**src/inc/dbi_pkg.sv**
```systemverilog
// package: constants and types shared by the dram bank interface files
package dbi_pkg;
    // =====
    // clock and time base
    localparam int CLK_NS = 40;
    localparam int US_NS = 1000;
    localparam int US_CYC = US_NS / CLK_NS; // cycles per microsecond tick
    // =====
    // refresh periods in microseconds and their one-hot codes
    localparam logic [7:0] REF_US_16 = 8'h10;
    localparam logic [7:0] REF_US_32 = 8'h20;
    localparam logic [7:0] REF_US_64 = 8'h40;
    localparam logic [7:0] REF_US_128 = 8'h80;
    localparam logic [3:0] REF_CODE_16 = 4'h1;
    localparam logic [3:0] REF_CODE_32 = 4'h2;
    localparam logic [3:0] REF_CODE_64 = 4'h4;
    localparam logic [3:0] REF_CODE_128 = 4'h8;
    localparam logic [2:0] REF_REC_CYC = 3'h4;
    // =====
    // access timing in memory clocks
    localparam logic [2:0] PRE_DIFF = 3'h2;
    localparam logic [2:0] PRE_SAME = 3'h3;
    localparam logic [2:0] PRE_SAME_EXT = 3'h4;
    localparam logic [2:0] PRE_CNT_RST = 3'h4;
    localparam logic [1:0] RCD = 2'h2;
    localparam logic [1:0] RCD_EXT = 2'h3;
    localparam logic [7:0] BURST_MAX = 8'hFF;
    // =====
    // register map, fields and reset values
    localparam logic [31:0] ADDR_REFP = 32'h0320008C;
    localparam logic [31:0] ADDR_CFG = 32'h032000D0;
    localparam logic [31:0] ADDR_FORCE = 32'h032000D4;
    localparam logic [31:0] ADDR_STAT = 32'h032000D8;
    localparam logic [6:0] CFG_RST = 7'h00;
    localparam logic [7:0] FORCE_RST = 8'h00;
    localparam logic [3:0] REFP_RST = 4'h1;
    localparam int CFG_EDO_BIT = 4;
    localparam int CFG_RCD_BIT = 5;
    localparam int CFG_PRE_BIT = 6;
    // =====
    // state machines
    typedef enum logic [2:0] {S_IDLE, S_ROWA, S_RAS, S_CAS, S_TAIL, S_TAIL2} dbi_state_t;
    typedef enum logic [1:0] {R_IDLE, R_CAS, R_BOTH, R_REC} dbi_ref_state_t;
endpackage

```
**src/core/dbi_regs.sv**
```systemverilog
// apb register file: width/timing config, strobe forcing, refresh period, status
`timescale 1ns/1ps
module dbi_regs (
    input wire logic i_clk,
    input wire logic i_rst_b,
    input wire logic i_psel,
    input wire logic i_penable,
    input wire logic i_pwrite,
    input wire logic [31:0] i_paddr,
    input wire logic [31:0] i_pwdata,
    input wire logic [2:0] i_status,
    output logic [31:0] o_prdata,
    output logic o_pslverr,
    output logic [6:0] o_cfg,
    output logic [7:0] o_force,
    output logic [3:0] o_refp
);
    // =====
    // decode: zero wait states, so the access phase always completes
    wire setup = i_psel & ~i_penable;
    wire wr_en = i_psel & i_penable & i_pwrite;
    wire hit_cfg = i_paddr == dbi_pkg::ADDR_CFG;
    wire hit_force = i_paddr == dbi_pkg::ADDR_FORCE;
    wire hit_refp = i_paddr == dbi_pkg::ADDR_REFP;
    wire hit_stat = i_paddr == dbi_pkg::ADDR_STAT;
    wire mapped = hit_cfg | hit_force | hit_refp | hit_stat;
    wire [31:0] rd_mux = hit_cfg ? {25'h0000000, o_cfg} :
                         hit_force ? {24'h000000, o_force} :
                         hit_refp ? {28'h0000000, o_refp} :
                         hit_stat ? {29'h00000000, i_status} : 32'h00000000;

    // =====
    // storage; read data is registered in the setup cycle
    always_ff @(posedge i_clk or negedge i_rst_b) begin
        if (!i_rst_b) begin
            o_cfg <= dbi_pkg::CFG_RST;
            o_force <= dbi_pkg::FORCE_RST;
            o_refp <= dbi_pkg::REFP_RST;
            o_prdata <= 32'h00000000;
            o_pslverr <= 1'b0;
        end else begin
            if (wr_en && hit_cfg) begin
                o_cfg <= i_pwdata[6:0];
            end
            if (wr_en && hit_force) begin
                o_force <= i_pwdata[7:0];
            end
            if (wr_en && hit_refp) begin
                o_refp <= i_pwdata[3:0];
            end
            if (setup) begin
                o_prdata <= rd_mux;
                o_pslverr <= ~mapped;
            end
        end
    end
endmodule // dbi_regs

```
**src/core/dbi_refresh.sv**
```systemverilog
// refresh interval timer and cas-before-ras refresh sequencer
`timescale 1ns/1ps
module dbi_refresh #(
    parameter int US_CYC = dbi_pkg::US_CYC
) (
    input wire logic i_clk,
    input wire logic i_por_b,
    input wire logic [3:0] i_period,
    input wire logic i_grant,
    output logic o_req,
    output logic o_busy,
    output logic o_ras,
    output logic o_cas
);
    // one-hot period code to microseconds; zero means refresh off
    function automatic logic [7:0] period_us(input logic [3:0] code);
        unique case (code)
            dbi_pkg::REF_CODE_16: period_us = dbi_pkg::REF_US_16;
            dbi_pkg::REF_CODE_32: period_us = dbi_pkg::REF_US_32;
            dbi_pkg::REF_CODE_64: period_us = dbi_pkg::REF_US_64;
            dbi_pkg::REF_CODE_128: period_us = dbi_pkg::REF_US_128;
            default: period_us = 8'h00;
        endcase
    endfunction

    logic [6:0] pre_r;
    logic [7:0] us_r;
    logic [2:0] rec_r;
    dbi_pkg::dbi_ref_state_t st_r;

    // =====
    // timer decode; undefined codes are treated as off
    wire [7:0] lim = period_us(i_period);
    wire tick = pre_r == 7'(US_CYC - 1);
    wire [8:0] us_inc = {1'b0, us_r} + 9'h001;
    wire due = tick & (lim != 8'h00) & (us_inc >= {1'b0, lim});
    wire start = (st_r == dbi_pkg::R_IDLE) & o_req & i_grant;

    // timer runs from power-on reset only, so it keeps going in chip reset
    always_ff @(posedge i_clk or negedge i_por_b) begin
        if (!i_por_b) begin
            pre_r <= 7'h00;
            us_r <= 8'h00;
            o_req <= 1'b0;
        end else begin
            pre_r <= tick ? 7'h00 : pre_r + 7'h01;
            if (lim == 8'h00 || due) begin
                us_r <= 8'h00;
            end else if (tick) begin
                us_r <= us_inc[7:0];
            end
            o_req <= due | (o_req & ~start); // new period wins over the grant
        end
    end

    // =====
    // sequencer: cas low, then ras low too, then ras recovery
    always_ff @(posedge i_clk or negedge i_por_b) begin
        if (!i_por_b) begin
            st_r <= dbi_pkg::R_IDLE;
            rec_r <= 3'h0;
        end else begin
            unique case (st_r)
                dbi_pkg::R_IDLE: if (start) st_r <= dbi_pkg::R_CAS;
                dbi_pkg::R_CAS: st_r <= dbi_pkg::R_BOTH;
                dbi_pkg::R_BOTH: begin
                    st_r <= dbi_pkg::R_REC;
                    rec_r <= 3'h1;
                end
                dbi_pkg::R_REC: begin
                    rec_r <= rec_r + 3'h1;
                    if (rec_r == dbi_pkg::REF_REC_CYC) st_r <= dbi_pkg::R_IDLE;
                end
            endcase
        end
    end

    assign o_busy = st_r != dbi_pkg::R_IDLE;
    assign o_cas = (st_r == dbi_pkg::R_CAS) | (st_r == dbi_pkg::R_BOTH);
    assign o_ras = st_r == dbi_pkg::R_BOTH;
endmodule // dbi_refresh

```
**src/core/dbi_dram_ctrl.sv**
```systemverilog
// four-bank fast page / edo dram controller with apb configuration
// Functional notes
// - one row strobe, bank from bits 27:26
// - 32-bit byte access: one column strobe
// - 32-bit row/column address multiplexing map
// - 16-bit row/column map, lsb generated
// - 16-bit mode shifts address up one
// - controller steps column lsb per half-word
// - page bursts up to 255 accesses
// - sequential access takes two clocks
// - non-sequential access five to nine clocks
// - four width bits, 1 means 16-bit
// - precharge 2 other bank, 3/4 same
// - ras-to-cas 2 clocks, 3 extended
// - latch read at cas end, edo later
// - cycle ends with ras low, cas high
// - timing bits read back, reset zero
// - force bits drive strobes low immediately
// - cas-before-ras refresh, four periods
// - one-hot period codes, reset 16us
// - refresh timer keeps running through reset
// - 16-bit word: upper half, then lower
`timescale 1ns/1ps
module dbi_dram_ctrl (
    input wire logic I_CLK,
    input wire logic I_RST_B,
    input wire logic I_POR_B,
    input wire logic I_PSEL,
    input wire logic I_PENABLE,
    input wire logic I_PWRITE,
    input wire logic [31:0] I_PADDR,
    input wire logic [31:0] I_PWDATA,
    output logic [31:0] O_PRDATA,
    output logic O_PREADY,
    output logic O_PSLVERR,
    input wire logic I_REQ_VALID,
    output logic O_REQ_READY,
    input wire logic [27:0] I_REQ_ADDR,
    input wire logic I_REQ_WRITE,
    input wire logic I_REQ_BYTE,
    input wire logic I_REQ_SEQ,
    input wire logic [31:0] I_REQ_WDATA,
    output logic O_RSP_DONE,
    output logic [31:0] O_RSP_RDATA,
    output logic [3:0] O_ROW_STROBE_N,
    output logic [3:0] O_COL_STROBE_N,
    output logic [11:0] O_DRAM_MUX_ADDR,
    output logic O_WE_N,
    input wire logic [31:0] I_DQ_IN,
    output logic [31:0] O_DQ_OUT,
    output logic O_DQ_OE
);
    // =====
    // address multiplexer; 16-bit banks use the address moved up one bit
    function automatic logic [11:0] mux_addr(input logic [27:0] a, input logic w16,
                                             input logic col, input logic hb);
        if (!w16) begin
            mux_addr = col ? {a[25], a[23], a[21], a[20], a[9:2]} : {a[24], a[22], a[19:10]};
        end else begin
            mux_addr = col ? {a[24], a[22], a[20], a[19], a[8:2], hb} : {a[23], a[21], a[18:9]};
        end
    endfunction

    logic [6:0] cfg;
    logic [7:0] force_v;
    logic [3:0] refp;
    logic ref_req;
    logic ref_busy;
    logic ref_ras;
    logic ref_cas;
    dbi_pkg::dbi_state_t state_r;
    dbi_pkg::dbi_state_t state_nxt;
    logic [27:0] acc_addr_r;
    logic acc_wr_r;
    logic acc_byte_r;
    logic acc_w16_r;
    logic half_r;
    logic go_r;
    logic [31:0] wdata_r;
    logic [7:0] burst_r;
    logic [1:0] cnt_r;
    logic [1:0] last_bank_r;
    logic [2:0] pre_cnt_r;
    logic [11:0] mux_r;
    logic [2:0] ctag_r;
    logic [3:0] lat1_r;
    logic [3:0] lat2_r;
    logic [31:0] dq_s1;
    logic [31:0] dq_s2;
    logic [31:0] rdata_r;
    logic done_r;

    // =====
    // configuration decode
    wire p_ext = cfg[dbi_pkg::CFG_PRE_BIT];
    wire r_ext = cfg[dbi_pkg::CFG_RCD_BIT];
    wire edo = cfg[dbi_pkg::CFG_EDO_BIT];
    wire req_w16 = cfg[I_REQ_ADDR[27:26]];
    wire [1:0] acc_bank = acc_addr_r[27:26];

    // =====
    // sequencing decode
    wire ras_act = (state_r == dbi_pkg::S_RAS) | (state_r == dbi_pkg::S_CAS) |
                   (state_r == dbi_pkg::S_TAIL) | (state_r == dbi_pkg::S_TAIL2);
    wire cas_act = state_r == dbi_pkg::S_CAS;
    wire [2:0] pre_need = (acc_bank != last_bank_r) ? dbi_pkg::PRE_DIFF :
                          (p_ext ? dbi_pkg::PRE_SAME_EXT : dbi_pkg::PRE_SAME);
    wire pre_ok = pre_cnt_r >= pre_need;
    wire [1:0] rcd_last = r_ext ? 2'(dbi_pkg::RCD_EXT - 2'h1) : 2'(dbi_pkg::RCD - 2'h1);
    wire upper = acc_w16_r & ~acc_byte_r & ~half_r;
    wire lower16 = acc_w16_r & ~acc_byte_r & half_r;
    wire [2:0] tag_cur = {upper, lower16, ~upper};
    wire hb_cur = acc_byte_r ? ~acc_addr_r[1] : half_r;
    // a new row is opened only with refresh quiet, so refresh never cuts in
    wire start_ok = (state_r == dbi_pkg::S_IDLE) & ~ref_req & ~ref_busy;
    wire cont_ok = cas_act & ~upper & I_REQ_SEQ & (I_REQ_ADDR[27:26] == acc_bank) &
                   (I_REQ_WRITE == acc_wr_r) & (burst_r < dbi_pkg::BURST_MAX) & ~ref_req;
    wire take = I_REQ_VALID & O_REQ_READY;
    wire ref_grant = (state_r == dbi_pkg::S_IDLE) &
                     (pre_cnt_r >= (p_ext ? dbi_pkg::PRE_SAME_EXT : dbi_pkg::PRE_SAME));
    // edo data is taken one clock later, in the tail after the column strobe
    wire cap_now = ~acc_wr_r & (edo ? (state_r == dbi_pkg::S_TAIL) : cas_act);
    wire [2:0] rd_tag = edo ? ctag_r : tag_cur;

    // =====
    // strobe and lane decode; force bits act combinationally
    wire [3:0] cas_mask = acc_w16_r ? (acc_byte_r ? 4'h1 << acc_addr_r[0] : 4'h3) :
                          (acc_byte_r ? 4'h1 << acc_addr_r[1:0] : 4'hF);
    wire [3:0] ras_vec = ras_act ? 4'h1 << acc_bank : 4'h0;
    wire [3:0] cas_vec = cas_act ? cas_mask : 4'h0;

    assign O_ROW_STROBE_N = ~(ras_vec | {4{ref_ras}} | force_v[3:0]);
    assign O_COL_STROBE_N = ~(cas_vec | {4{ref_cas}} | force_v[7:4]);
    assign O_DRAM_MUX_ADDR = mux_r;
    assign O_WE_N = ~(acc_wr_r & ras_act);
    assign O_DQ_OE = acc_wr_r & ras_act;
    // upper half-word sits at the lower column address
    assign O_DQ_OUT = acc_w16_r ? {16'h0000, hb_cur ? wdata_r[15:0] : wdata_r[31:16]} : wdata_r;
    assign O_REQ_READY = start_ok | cont_ok;
    assign O_RSP_DONE = done_r;
    assign O_RSP_RDATA = rdata_r;
    assign O_PREADY = 1'b1;

    // =====
    // next state: row setup, ras-to-cas, column, tail, edo write tail
    always_comb begin
        state_nxt = state_r;
        unique case (state_r)
            dbi_pkg::S_IDLE: if (take) state_nxt = dbi_pkg::S_ROWA;
            dbi_pkg::S_ROWA: if (pre_ok) state_nxt = dbi_pkg::S_RAS;
            dbi_pkg::S_RAS: if (cnt_r == rcd_last) state_nxt = dbi_pkg::S_CAS;
            dbi_pkg::S_CAS: state_nxt = dbi_pkg::S_TAIL;
            dbi_pkg::S_TAIL: begin
                if (go_r) begin
                    state_nxt = dbi_pkg::S_CAS;
                end else if (edo && acc_wr_r) begin
                    state_nxt = dbi_pkg::S_TAIL2;
                end else begin
                    state_nxt = dbi_pkg::S_IDLE;
                end
            end
            dbi_pkg::S_TAIL2: state_nxt = dbi_pkg::S_IDLE;
        endcase
    end

    // state, counters and precharge tracking
    always_ff @(posedge I_CLK or negedge I_RST_B) begin
        if (!I_RST_B) begin
            state_r <= dbi_pkg::S_IDLE;
            cnt_r <= 2'h0;
            pre_cnt_r <= dbi_pkg::PRE_CNT_RST;
            last_bank_r <= 2'h0;
        end else begin
            state_r <= state_nxt;
            cnt_r <= (state_r == dbi_pkg::S_RAS) ? cnt_r + 2'h1 : 2'h0;
            if (ras_act) begin
                pre_cnt_r <= 3'h1;
                last_bank_r <= acc_bank;
            end else if (pre_cnt_r != dbi_pkg::PRE_CNT_RST) begin
                pre_cnt_r <= pre_cnt_r + 3'h1;
            end
        end
    end

    // access registers loaded on each acceptance, first or sequential, not at the half-word step
    always_ff @(posedge I_CLK or negedge I_RST_B) begin
        if (!I_RST_B) begin
            acc_addr_r <= 28'h0000000;
            acc_wr_r <= 1'b0;
            acc_byte_r <= 1'b0;
            acc_w16_r <= 1'b0;
            wdata_r <= 32'h00000000;
            burst_r <= 8'h00;
        end else if (take) begin
            acc_addr_r <= I_REQ_ADDR;
            acc_wr_r <= I_REQ_WRITE;
            acc_byte_r <= I_REQ_BYTE;
            acc_w16_r <= req_w16;
            wdata_r <= I_REQ_WDATA;
            burst_r <= cas_act ? burst_r + 8'h01 : 8'h01;
        end
    end

    // multiplexed address and half-word stepping
    always_ff @(posedge I_CLK or negedge I_RST_B) begin
        if (!I_RST_B) begin
            mux_r <= 12'h000;
            half_r <= 1'b0;
            go_r <= 1'b0;
            ctag_r <= 3'h0;
        end else begin
            if (state_r == dbi_pkg::S_IDLE && take) begin
                mux_r <= mux_addr(I_REQ_ADDR, req_w16, 1'b0, 1'b0);
            end else if (state_r == dbi_pkg::S_RAS && cnt_r == 2'h0) begin
                mux_r <= mux_addr(acc_addr_r, acc_w16_r, 1'b1, hb_cur);
            end else if (cas_act && upper) begin
                mux_r <= mux_addr(acc_addr_r, acc_w16_r, 1'b1, 1'b1);
            end else if (cas_act && take) begin
                mux_r <= mux_addr(I_REQ_ADDR, acc_w16_r, 1'b1, I_REQ_BYTE & ~I_REQ_ADDR[1]);
            end
            if (state_r == dbi_pkg::S_IDLE) begin
                half_r <= 1'b0;
            end else if (cas_act) begin
                half_r <= upper;
                go_r <= take | upper;
                ctag_r <= tag_cur;
            end
        end
    end

    // read pin capture: two stages before any logic uses the data
    always_ff @(posedge I_CLK or negedge I_RST_B) begin
        if (!I_RST_B) begin
            dq_s1 <= 32'h00000000;
            dq_s2 <= 32'h00000000;
            lat1_r <= 4'h0;
            lat2_r <= 4'h0;
        end else begin
            dq_s1 <= I_DQ_IN;
            dq_s2 <= dq_s1;
            lat1_r <= {cap_now, rd_tag};
            lat2_r <= lat1_r;
        end
    end

    // read word assembly and completion pulse
    always_ff @(posedge I_CLK or negedge I_RST_B) begin
        if (!I_RST_B) begin
            rdata_r <= 32'h00000000;
            done_r <= 1'b0;
        end else begin
            if (lat2_r[3] && lat2_r[2]) begin
                rdata_r[31:16] <= dq_s2[15:0];
            end else if (lat2_r[3] && lat2_r[1]) begin
                rdata_r[15:0] <= dq_s2[15:0];
            end else if (lat2_r[3]) begin
                rdata_r <= dq_s2;
            end
            done_r <= (lat2_r[3] & lat2_r[0]) | (cas_act & acc_wr_r & ~upper);
        end
    end

    // =====
    // submodules
    dbi_regs u_regs (
        .i_clk(I_CLK),
        .i_rst_b(I_RST_B),
        .i_psel(I_PSEL),
        .i_penable(I_PENABLE),
        .i_pwrite(I_PWRITE),
        .i_paddr(I_PADDR),
        .i_pwdata(I_PWDATA),
        .i_status({ras_act, ref_busy, state_r != dbi_pkg::S_IDLE}),
        .o_prdata(O_PRDATA),
        .o_pslverr(O_PSLVERR),
        .o_cfg(cfg),
        .o_force(force_v),
        .o_refp(refp)
    );

    dbi_refresh u_refresh (
        .i_clk(I_CLK),
        .i_por_b(I_POR_B),
        .i_period(refp),
        .i_grant(ref_grant),
        .o_req(ref_req),
        .o_busy(ref_busy),
        .o_ras(ref_ras),
        .o_cas(ref_cas)
    );
endmodule // dbi_dram_ctrl

```
**config.mk**
```make
export PLATFORM = sky130hd
export DESIGN_NAME = dbi_dram_ctrl
export DESIGN_NICKNAME = d
export VERILOG_FILES = /design/src/inc/dbi_pkg.sv /design/src/core/dbi_regs.sv /design/src/core/dbi_refresh.sv /design/src/core/dbi_dram_ctrl.sv
export SDC_FILE = /design/constraint.sdc
export NUM_CORES = 1
export LEC_CHECK = 0
export BUFFER_PORTS_ARGS = -buffer_cell sky130_fd_sc_hd__buf_2
export CORE_MARGIN = 5
export CORE_UTILIZATION = 53
export DETAILED_ROUTE_END_ITERATION = 10
export PLACE_DENSITY = 0.8
export SLEW_MARGIN = 5
export SYNTH_ARGS = -nofsm -noshare
export SYNTH_HDL_FRONTEND = slang
export SYNTH_HIERARCHICAL = 1
export SYNTH_SLANG_ARGS = --single-unit
```
**constraint.sdc**
```tcl
create_clock -name I_CLK -period 3.2 [get_ports I_CLK]
set_input_delay 0.64 -clock I_CLK [delete_from_list [all_inputs] [get_ports I_CLK]]
set_output_delay 0.64 -clock I_CLK [all_outputs]
set_load 0.005 [all_outputs]
```
==> flow_results.org, run 1 <==
** Outcome
- The flow ran to the end, and the final reports show no timing, DRC or antenna violations.

** Logic synthesis
- In the synthesized netlist, mux cells make up 16.6% of the area.
- Among all flip-flop cells after synthesis, the most frequent one is dfrtp_1.
- Share of the synthesized area in compound gates (AO/OA/AOI/OAI) :: 8.71%
- After synthesis, flip-flops and latches occupy 53.9% of the total area.
- Area share of the largest cell type after synthesis :: 53.4%
- Share of synthesized cell area in full adder, half adder and majority cells :: 2.44%
- Simple logic cell fraction of the synthesized area :: 12.4%
- Library cell occupying the most area in the post-synthesis netlist :: dfrtp_1
- In this run, distinct cell masters in the synthesized netlist total 79.
- Proportion of synthesized flip-flops having asynchronous set or reset :: 100%
- Synthesis produced 912 cells.
- By area, the combinational part of the netlist is dominated by multiplexers.
- Number of warnings printed during yosys synthesis :: 6
- Ranking of synthesized cells by area :: dfrtp_1 53%, mux2_2 14%, ha_1 2.4%
- The mapped netlist covers 11300 um2.
- In this run, synthesis inferred 0 flip-flops with an integrated enable.
- Parity-gate share of the synthesized area counting xor and xnor cells :: 1.54%
- Seq cells post-synth :: 243
- Mean Syn Cell Area :: 12.4 um2

** Pwr
- Combinational share of power :: 31.3%
- Share of power burned in registers :: 40.7%
- Of the total power, the clock network draws 27.9%.
- Cell internal power was estimated by the tool at 7.42 mW.
- Pwr dens :: 794 nW/um2
- Worst VDD drop :: 0.562 mV
- The analysis attributes to cell leakage a power of 6.25 nW.
- Of the total power, the share spent switching nets is 31.0%.
- Summed over all nets, the switching power comes to 3.34 mW.
- Final Power :: 10.8 mW

** Routing
- The final route contains 8010 vias.
- Drt pass-1 iters :: 5
- DR WL/cell :: 18.3 um
- For this run, design rule violations remaining after detail routing come to 0.
- Routed Wire Length :: 26300 um
- The count of nets left with antenna violations once routing finished came out at 0.
- Number of DRC violations after detailed-routing iteration 0 :: 468
- Vias/cell :: 5.55

** Global routing
- Entering global routing, the biggest net connects 77 pins.
- The first global-routing pass estimated 42700 um of wire.
- Remaining Overflow, GRT :: 0
- In the global route stage, overall resource usage came out at 21.3%.
- The number of global-route vias before repair is 8333.
- Number of antenna violations at the first check in global routing :: 2

** Floorplan
- The die is 156 um tall.
- The floorplan has 53 rows.
- Initial Util :: 53.7%
- Area of the core :: 21000 um2
- Die span in x :: 156 um
- 288 I/O pins were placed.
- The floorplan step defined a die boundary enclosing 24300 um2.

** Worst setup path
- Crit Path Category :: flop to output port
- Critical Path Sink Type :: output port
- Worst Path Arrival :: 2.36 ns
- STA classifies the critical path startpoint as a flop.
- For the worst flop-to-flop path, the logic depth is 5.
- WP data required :: 2.56 ns
- Of all nets on the critical path, the largest fanout is 12.
- Cell at the slowest stage of the critical path :: dfrtp_1
- The critical path goes through and3b_2, nand2_1, o32a_2, nor2_1, buf_2.
- The largest single stage delay on the critical path is 0.52 ns.

** Finish
- In the layout the commonest cells are 241 x dfrtp_1, 237 x buf_2, 136 x mux2_2.
- Once layout is complete, the utilization of the core stands at 64.5%.
- Most common cell after layout, fill and taps aside :: dfrtp_1
- Nets@finish :: 1334
- Area Overhead vs Synth :: 20.1%
- Summing all non-filler instances in the final layout gives an area of 13600 um2.
- Cells with a size suffix above 1 make up 41.0% of the layout.
- Fillers :: 1614

** STA
- The final count of pins violating max slew is 0.
- Highest clock frequency the design can meet :: 333 MHz
- After routing, the total negative slack on setup checks comes to 0 ns.
- Number of endpoints with negative hold slack in the final report :: 0
- Share of the clock period used by the worst path :: 93.7%
- Setup repair after global routing left no endpoint under its margin.
- Setup Viol. Count Final :: 0
- Slew @ Worst Pin :: 0.938 ns
- In this run the tightest slew margin relative to its limit is 37.5%.
- The worst path in the final design needs a cycle of 3.00 ns, including I/O delays and setup.
- Between clock sinks in the finished design, the worst skew comes to 0.00777 ns.

** Place
- Detailed placement HPWL :: 18600 um
- Number of input and output port buffers inserted :: 238
- The placed instances occupy a cell area of 12700 um2.
- The congestion estimate from routability-driven global placement came to 0.876.

** Clock tree
- CTS buffer count :: 26
- Clk sink count :: 243
- Post-CTS timing repair inserted 0 buffers for setup.
- TritonCTS built the clock tree.
- Maximum count of clock buffers along a single path :: 3
- Clock transition time at the flip-flop clock pins of the worst setup and hold paths :: 0.06 ns
- Root Buffer :: clkbuf_16
- Source-to-sink clock delay at the later pin of the worst-skew pair :: 0.53 ns
- Maximum level of the CTS H-tree :: 1

** Hold path
- The path class of the tightest hold or removal check is input pin to async pin.

** Flow run
- Max capacitance violation total :: 0
==> metal layers <==
metal	routed length, um	vias to the layer above	track usage, %
met5	21	-	0
met4	511	4	5.04
met2	13200	258	35.8
met1	10800	4006	28.5
met3	1830	41	4.85
li1	-	3701	-
==> path summary, 6_finish.rpt <==
| check | endpoint | slack (ns) | startpoint |
|---|---|---|---|
| setup reg to reg | O_DRAM_MUX_ADDR[4] | 0.58 | state_r[2] |
| min in group I_CLK | dq_s1[8] | 0.21 | I_DQ_IN[8] |
| hold / removal | dq_s1[26] | 0.03 | I_RST_B |
| hold reg to reg | lat2_r[2] | 0.35 | lat1_r[2] |
| max in group asynchronous | u_regs/o_refp[0] | 2.36 | I_RST_B |
| setup / recovery | O_REQ_READY | 0.20 | state_r[1] |
==> power by group through the flow <==
stage                     combinational [mW]  clock [mW]  sequential [mW]
after floorplan                         2.28           0             4.25
after global placement                  3.28           0             4.36
after detailed placement                3.39           0             4.42
after CTS                               3.42        3.05             4.38
after global routing                    3.74        3.19             4.49
final                                   3.37        3.01             4.38
==> repair_timing <==
item,4_1_cts,5_1_grt
setup endpoints to repair,1,2
hold buffers,0,0
resized for setup,1,2
==> area by class of cell <==
cell class / count / area (um2) / share of cell area, %
antenna: 1 / 2.50 / 0.0185
clock buffer: 37 / 772 / 5.69
clock inverter: 11 / 103 / 0.757
inverter: 25 / 93.8 / 0.692
multi-input combinational: 598 / 4810 / 35.5
sequential: 243 / 6080 / 44.9
tap: 275 / 344 / 2.54
timing repair buffer: 252 / 1340 / 9.91
==> Yosys cell counts (6+ instances only) <==
master	instances
a21oi_1	27
inv_1	25
ha_1	22
mux2i_1	6
dfrtp_1	241
buf_4	28
o21ai_0	40
and2_1	7
nor2b_1	37
o31ai_1	13
xnor2_1	11
nor3_1	10
nor2_1	30
a22o_1	6
o22ai_1	7
buf_2	10
a211oi_1	6
nand4_1	11
nand2_1	48
nand3_1	21
a22oi_1	18
mux4_2	10
nand2b_1	13
clkbuf_1	28
nand3b_1	6
xor2_1	7
mux2_2	136
a31oi_1	6
==> sequential cells by signal (all words and copies together), names as in the netlist, 3 cells and up <==
signal and flops:
u_refresh/pre_r 7, O_RSP_RDATA 32, pre_cnt_r 3, u_regs/o_cfg 7, lat1_r 4, dq_s1 32, u_regs/o_refp 4, u_regs/o_force 8
acc_addr_r 19, ctag_r 3, O_DRAM_MUX_ADDR 12, dq_s2 32, lat2_r 4, u_refresh/us_r 8, burst_r 8, state_r 3
u_refresh/rec_r 3, u_regs/o_prdata 8, wdata_r 32
==> worst max-delay path: cells and delay by family (launching register included) <==
family,cells,cell delay [ns]
and+or+nand+nor,3,0.70
buffers and inverters,1,0.15
DFF,1,0.52
AOI/OAI and AO/OA,1,0.46
==> through the flow <==
step	instances	setup slack [ns]	hold WS [ns]
2_1_floorplan	935	0.771	0.331
3_3_place_gp	1393	0.535	0.332
3_5_place_dp	1393	0.478	0.335
4_1_cts	1441	0.0991	0.0376
5_1_grt	1441	0.0735	0.0443
6_report	1442	0.201	0.0268
==> logic make-up (layout without fill, tap and decap cells) <==
| kind of cell | after synthesis | count (layout) |
|---|---|---|
| muxes | 156 | 156 |
| adders and majority gates | 22 | 22 |
| xor gates and xnor gates | 19 | 19 |
| other | 2 | 26 |
| DFF | 243 | 243 |
| and+or+nand+nor | 230 | 230 |
| buffers and inverters | 94 | 325 |
| AOI/OAI and AO/OA | 146 | 146 |
Note: power is estimated with default switching activity, not from simulation.
==> inputs of run 2 (changes only) <==
CORE_UTILIZATION = 55   (was 53)
PLACE_DENSITY = 0.82   (was 0.8)
clock period = 3.7 ns   (was 3.2 ns; I/O delays follow)
==> flow_results.org, run 2 (synthesis gave the netlist of run 1 again) <==
** Outcome
- The flow ran to the end, and the final reports show no timing, DRC or antenna violations.

** Worst setup path
- The worst setup path is captured at an output port.
- STA puts the critical path data required time at 2.96 ns.
- Worst r2r src :: state_r[2]
- Worst Path Arrival :: 2.52 ns
- STA classifies the critical path startpoint as a flop.
- R2R depth :: 5
- Maximum fanout count along the critical path :: 12
- The critical path in this run is classified as flop to output port.
- Capturing point of the worst reg2reg path :: O_DRAM_MUX_ADDR[4]
- Register-to-register setup slack :: 0.99 ns

** Floorplan
- Area of the die :: 23500 um2
- Vertical extent of the die :: 153 um
- For this design the top-level I/O count stands at 288.
- Die span in x :: 153 um
- The floorplan step defined a core boundary enclosing 20200 um2.
- Row count :: 52
- Initial Util :: 55.8%

** Routing
- Drt pass-1 iters :: 4
- After detailed routing, the average wire length per cell comes to 18.2 um.
- For this block, the routed nets add up to 26100 um of wire.
- Number of DRC violations after detailed-routing iteration 0 :: 422
- The count of nets left with antenna violations once routing finished came out at 0.
- Vias/cell :: 5.55
- After detailed routing, the number of remaining DRC violations is 0.
- Total number of vias :: 7937

** Finish
- In the final design database the tool counted 1331 nets.
- Fraction of layout instances using a drive strength above 1 :: 40.0%
- Summing all multi-input logic gate instances after layout gives 4810 um2.
- Highest-count cells in the layout ignoring fill and taps :: 241 x dfrtp_1, 237 x buf_2, 136 x mux2_2
- After routing the design area is 13400 um2.
- Leaving out fill and tap cells, the most frequent cell in the layout is dfrtp_1.
- The sequential cells in the finished layout cover a total of 6080 um2.
- Fill cells in the final layout number 1519.
- Area Overhead vs Synth :: 18.9%
- The number of antenna diodes in the final layout is 0.

** Clock tree
- # hold bufs at CTS :: 0
- Root Buffer :: clkbuf_16
- After clock tree synthesis, the repair step resized 0 gates.
- The longest clock path from root to sink contains 3 buffers.
- Clock tree from TritonCTS :: built
- CTS buffer count :: 26
- Clock transition time at the flip-flop clock pins of the worst setup and hold paths :: 0.06 ns
- The number of setup buffers added after CTS is 0.
- At the later pin of the worst-skew pair, clock insertion delay measures 0.53 ns.
- Maximum level of the CTS H-tree :: 1
- Clock tree synthesis found a total of 243 sinks.

** STA
- Highest clock frequency the design can meet :: 307 MHz
- Across the routed clock network, the largest skew measured is 0.0160 ns.
- Minimum clock period :: 3.26 ns
- The final critical path takes up 88.0% of the cycle.
- Max Slew Vio Count :: 0
- Setup Viol. Count Final :: 0
- Setup repair after global routing left no endpoint under its margin.
- At the pin with the least slew margin, the transition time is 0.905 ns.
- The worst pin sits at a relative slew slack of 39.7%.
- In the post-route analysis, the smallest setup slack over all paths is 0.443 ns.
- Setup total negative slack on the finished layout was measured at 0 ns.
- Number of endpoints with negative hold slack in the final report :: 0

** Global routing
- Global routing used 21.8% of the available tracks.
- Pin count of the biggest net entering global routing :: 109
- Remaining Overflow, GRT :: 0
- The number of antenna violations at the first check in global routing came to 2.
- Number of global-route vias before repair :: 8204
- The first global-routing pass estimated 42500 um of wire.

** Pwr
- Dividing total power by cell area gives a power density of 679 nW/um2.
- The worst-case IR drop observed on VDD is 0.511 mV.
- LEAKAGE :: 6.18 nW

** Place
- Area after detailed placement :: 12600 um2
- RD Place Congestion :: 0.847
- Pre-CTS setup slack :: 0.873 ns
- In this run the tool buffered the top-level ports with 238 buffer cells.
- Once detailed placement completed, the half-perimeter wirelength came to 18600 um.

** Flow run
- Max capacitance violation total :: 0

** Hold path
- Type of the tightest min-delay check :: input pin to async pin
## run 2: changes by cell type in the layout (fill, tap and decap cells not counted)
cell	delta
and3b_1	+1
and3b_2	-1
buf_12	-1
buf_4	-2
clkbuf_1	+6
clkbuf_8	-7
clkinv_2	-1
clkinv_4	-1
diode_2	-1
inv_6	+1
nand3_1	+1
nand3_2	-1
o32a_1	+1
o32a_2	-1
## run 2: worst max path at each step
stage              startpoint           end  slack [ns]  cells after the start
6_report           state_r[2]   O_REQ_READY        0.44                      5
5_1_grt            state_r[2]   O_REQ_READY        0.30                      5
4_1_cts            state_r[2]   O_REQ_READY        0.44                      5
3_5_place_dp   I_REQ_ADDR[27]   O_REQ_READY        0.87                      6
3_3_place_gp   I_REQ_ADDR[27]   O_REQ_READY        0.89                      6
2_1_floorplan       acc_w16_r  O_DQ_OUT[10]        1.17                      5
## run 2: through the flow
stage	power (mW)	hold slack, ns	util [%]	instances
after CTS	9.20	0.165	66.4	1431
after global routing	9.68	0.196	66.4	1431
after floorplan	5.65	0.331	-	935
after global placement	6.58	0.332	62.4	1385
after detailed placement	6.73	0.335	62.4	1385
final	9.11	0.167	66.4	1431
## run 2: power by group
part | internal, mW | switching, mW | total (mW)
clock | 1.39 | 1.04 | 2.44
sequential | 3.33 | 0.487 | 3.82
combinational | 1.54 | 1.32 | 2.86
## run 2: per-layer routing
layer	vias to the layer above	track usage [%]	share of wire (%)
met5	-	0	0.054
met4	4	5.22	1.8
met3	38	5.71	7.0
met2	235	37.0	50
met1	3955	28.4	41
li1	3705	-	-
## run 2: area by class of cell
cell class	count	share of cell area, %
Sequential cell	243	45.3
Multi-Input combinational cell	598	35.8
Timing Repair Buffer	249	9.75
Clock buffer	36	5.20
Tap cell	270	2.52
Clock inverter	10	0.727
Inverter	25	0.699
## run 2: worst max-delay path: stages, from the launching register on
cell     delay, ns
dfrtp_1       0.49
and3b_1       0.50
nand2_1       0.15
o32a_1        0.51
nor2_1        0.19
buf_2         0.15
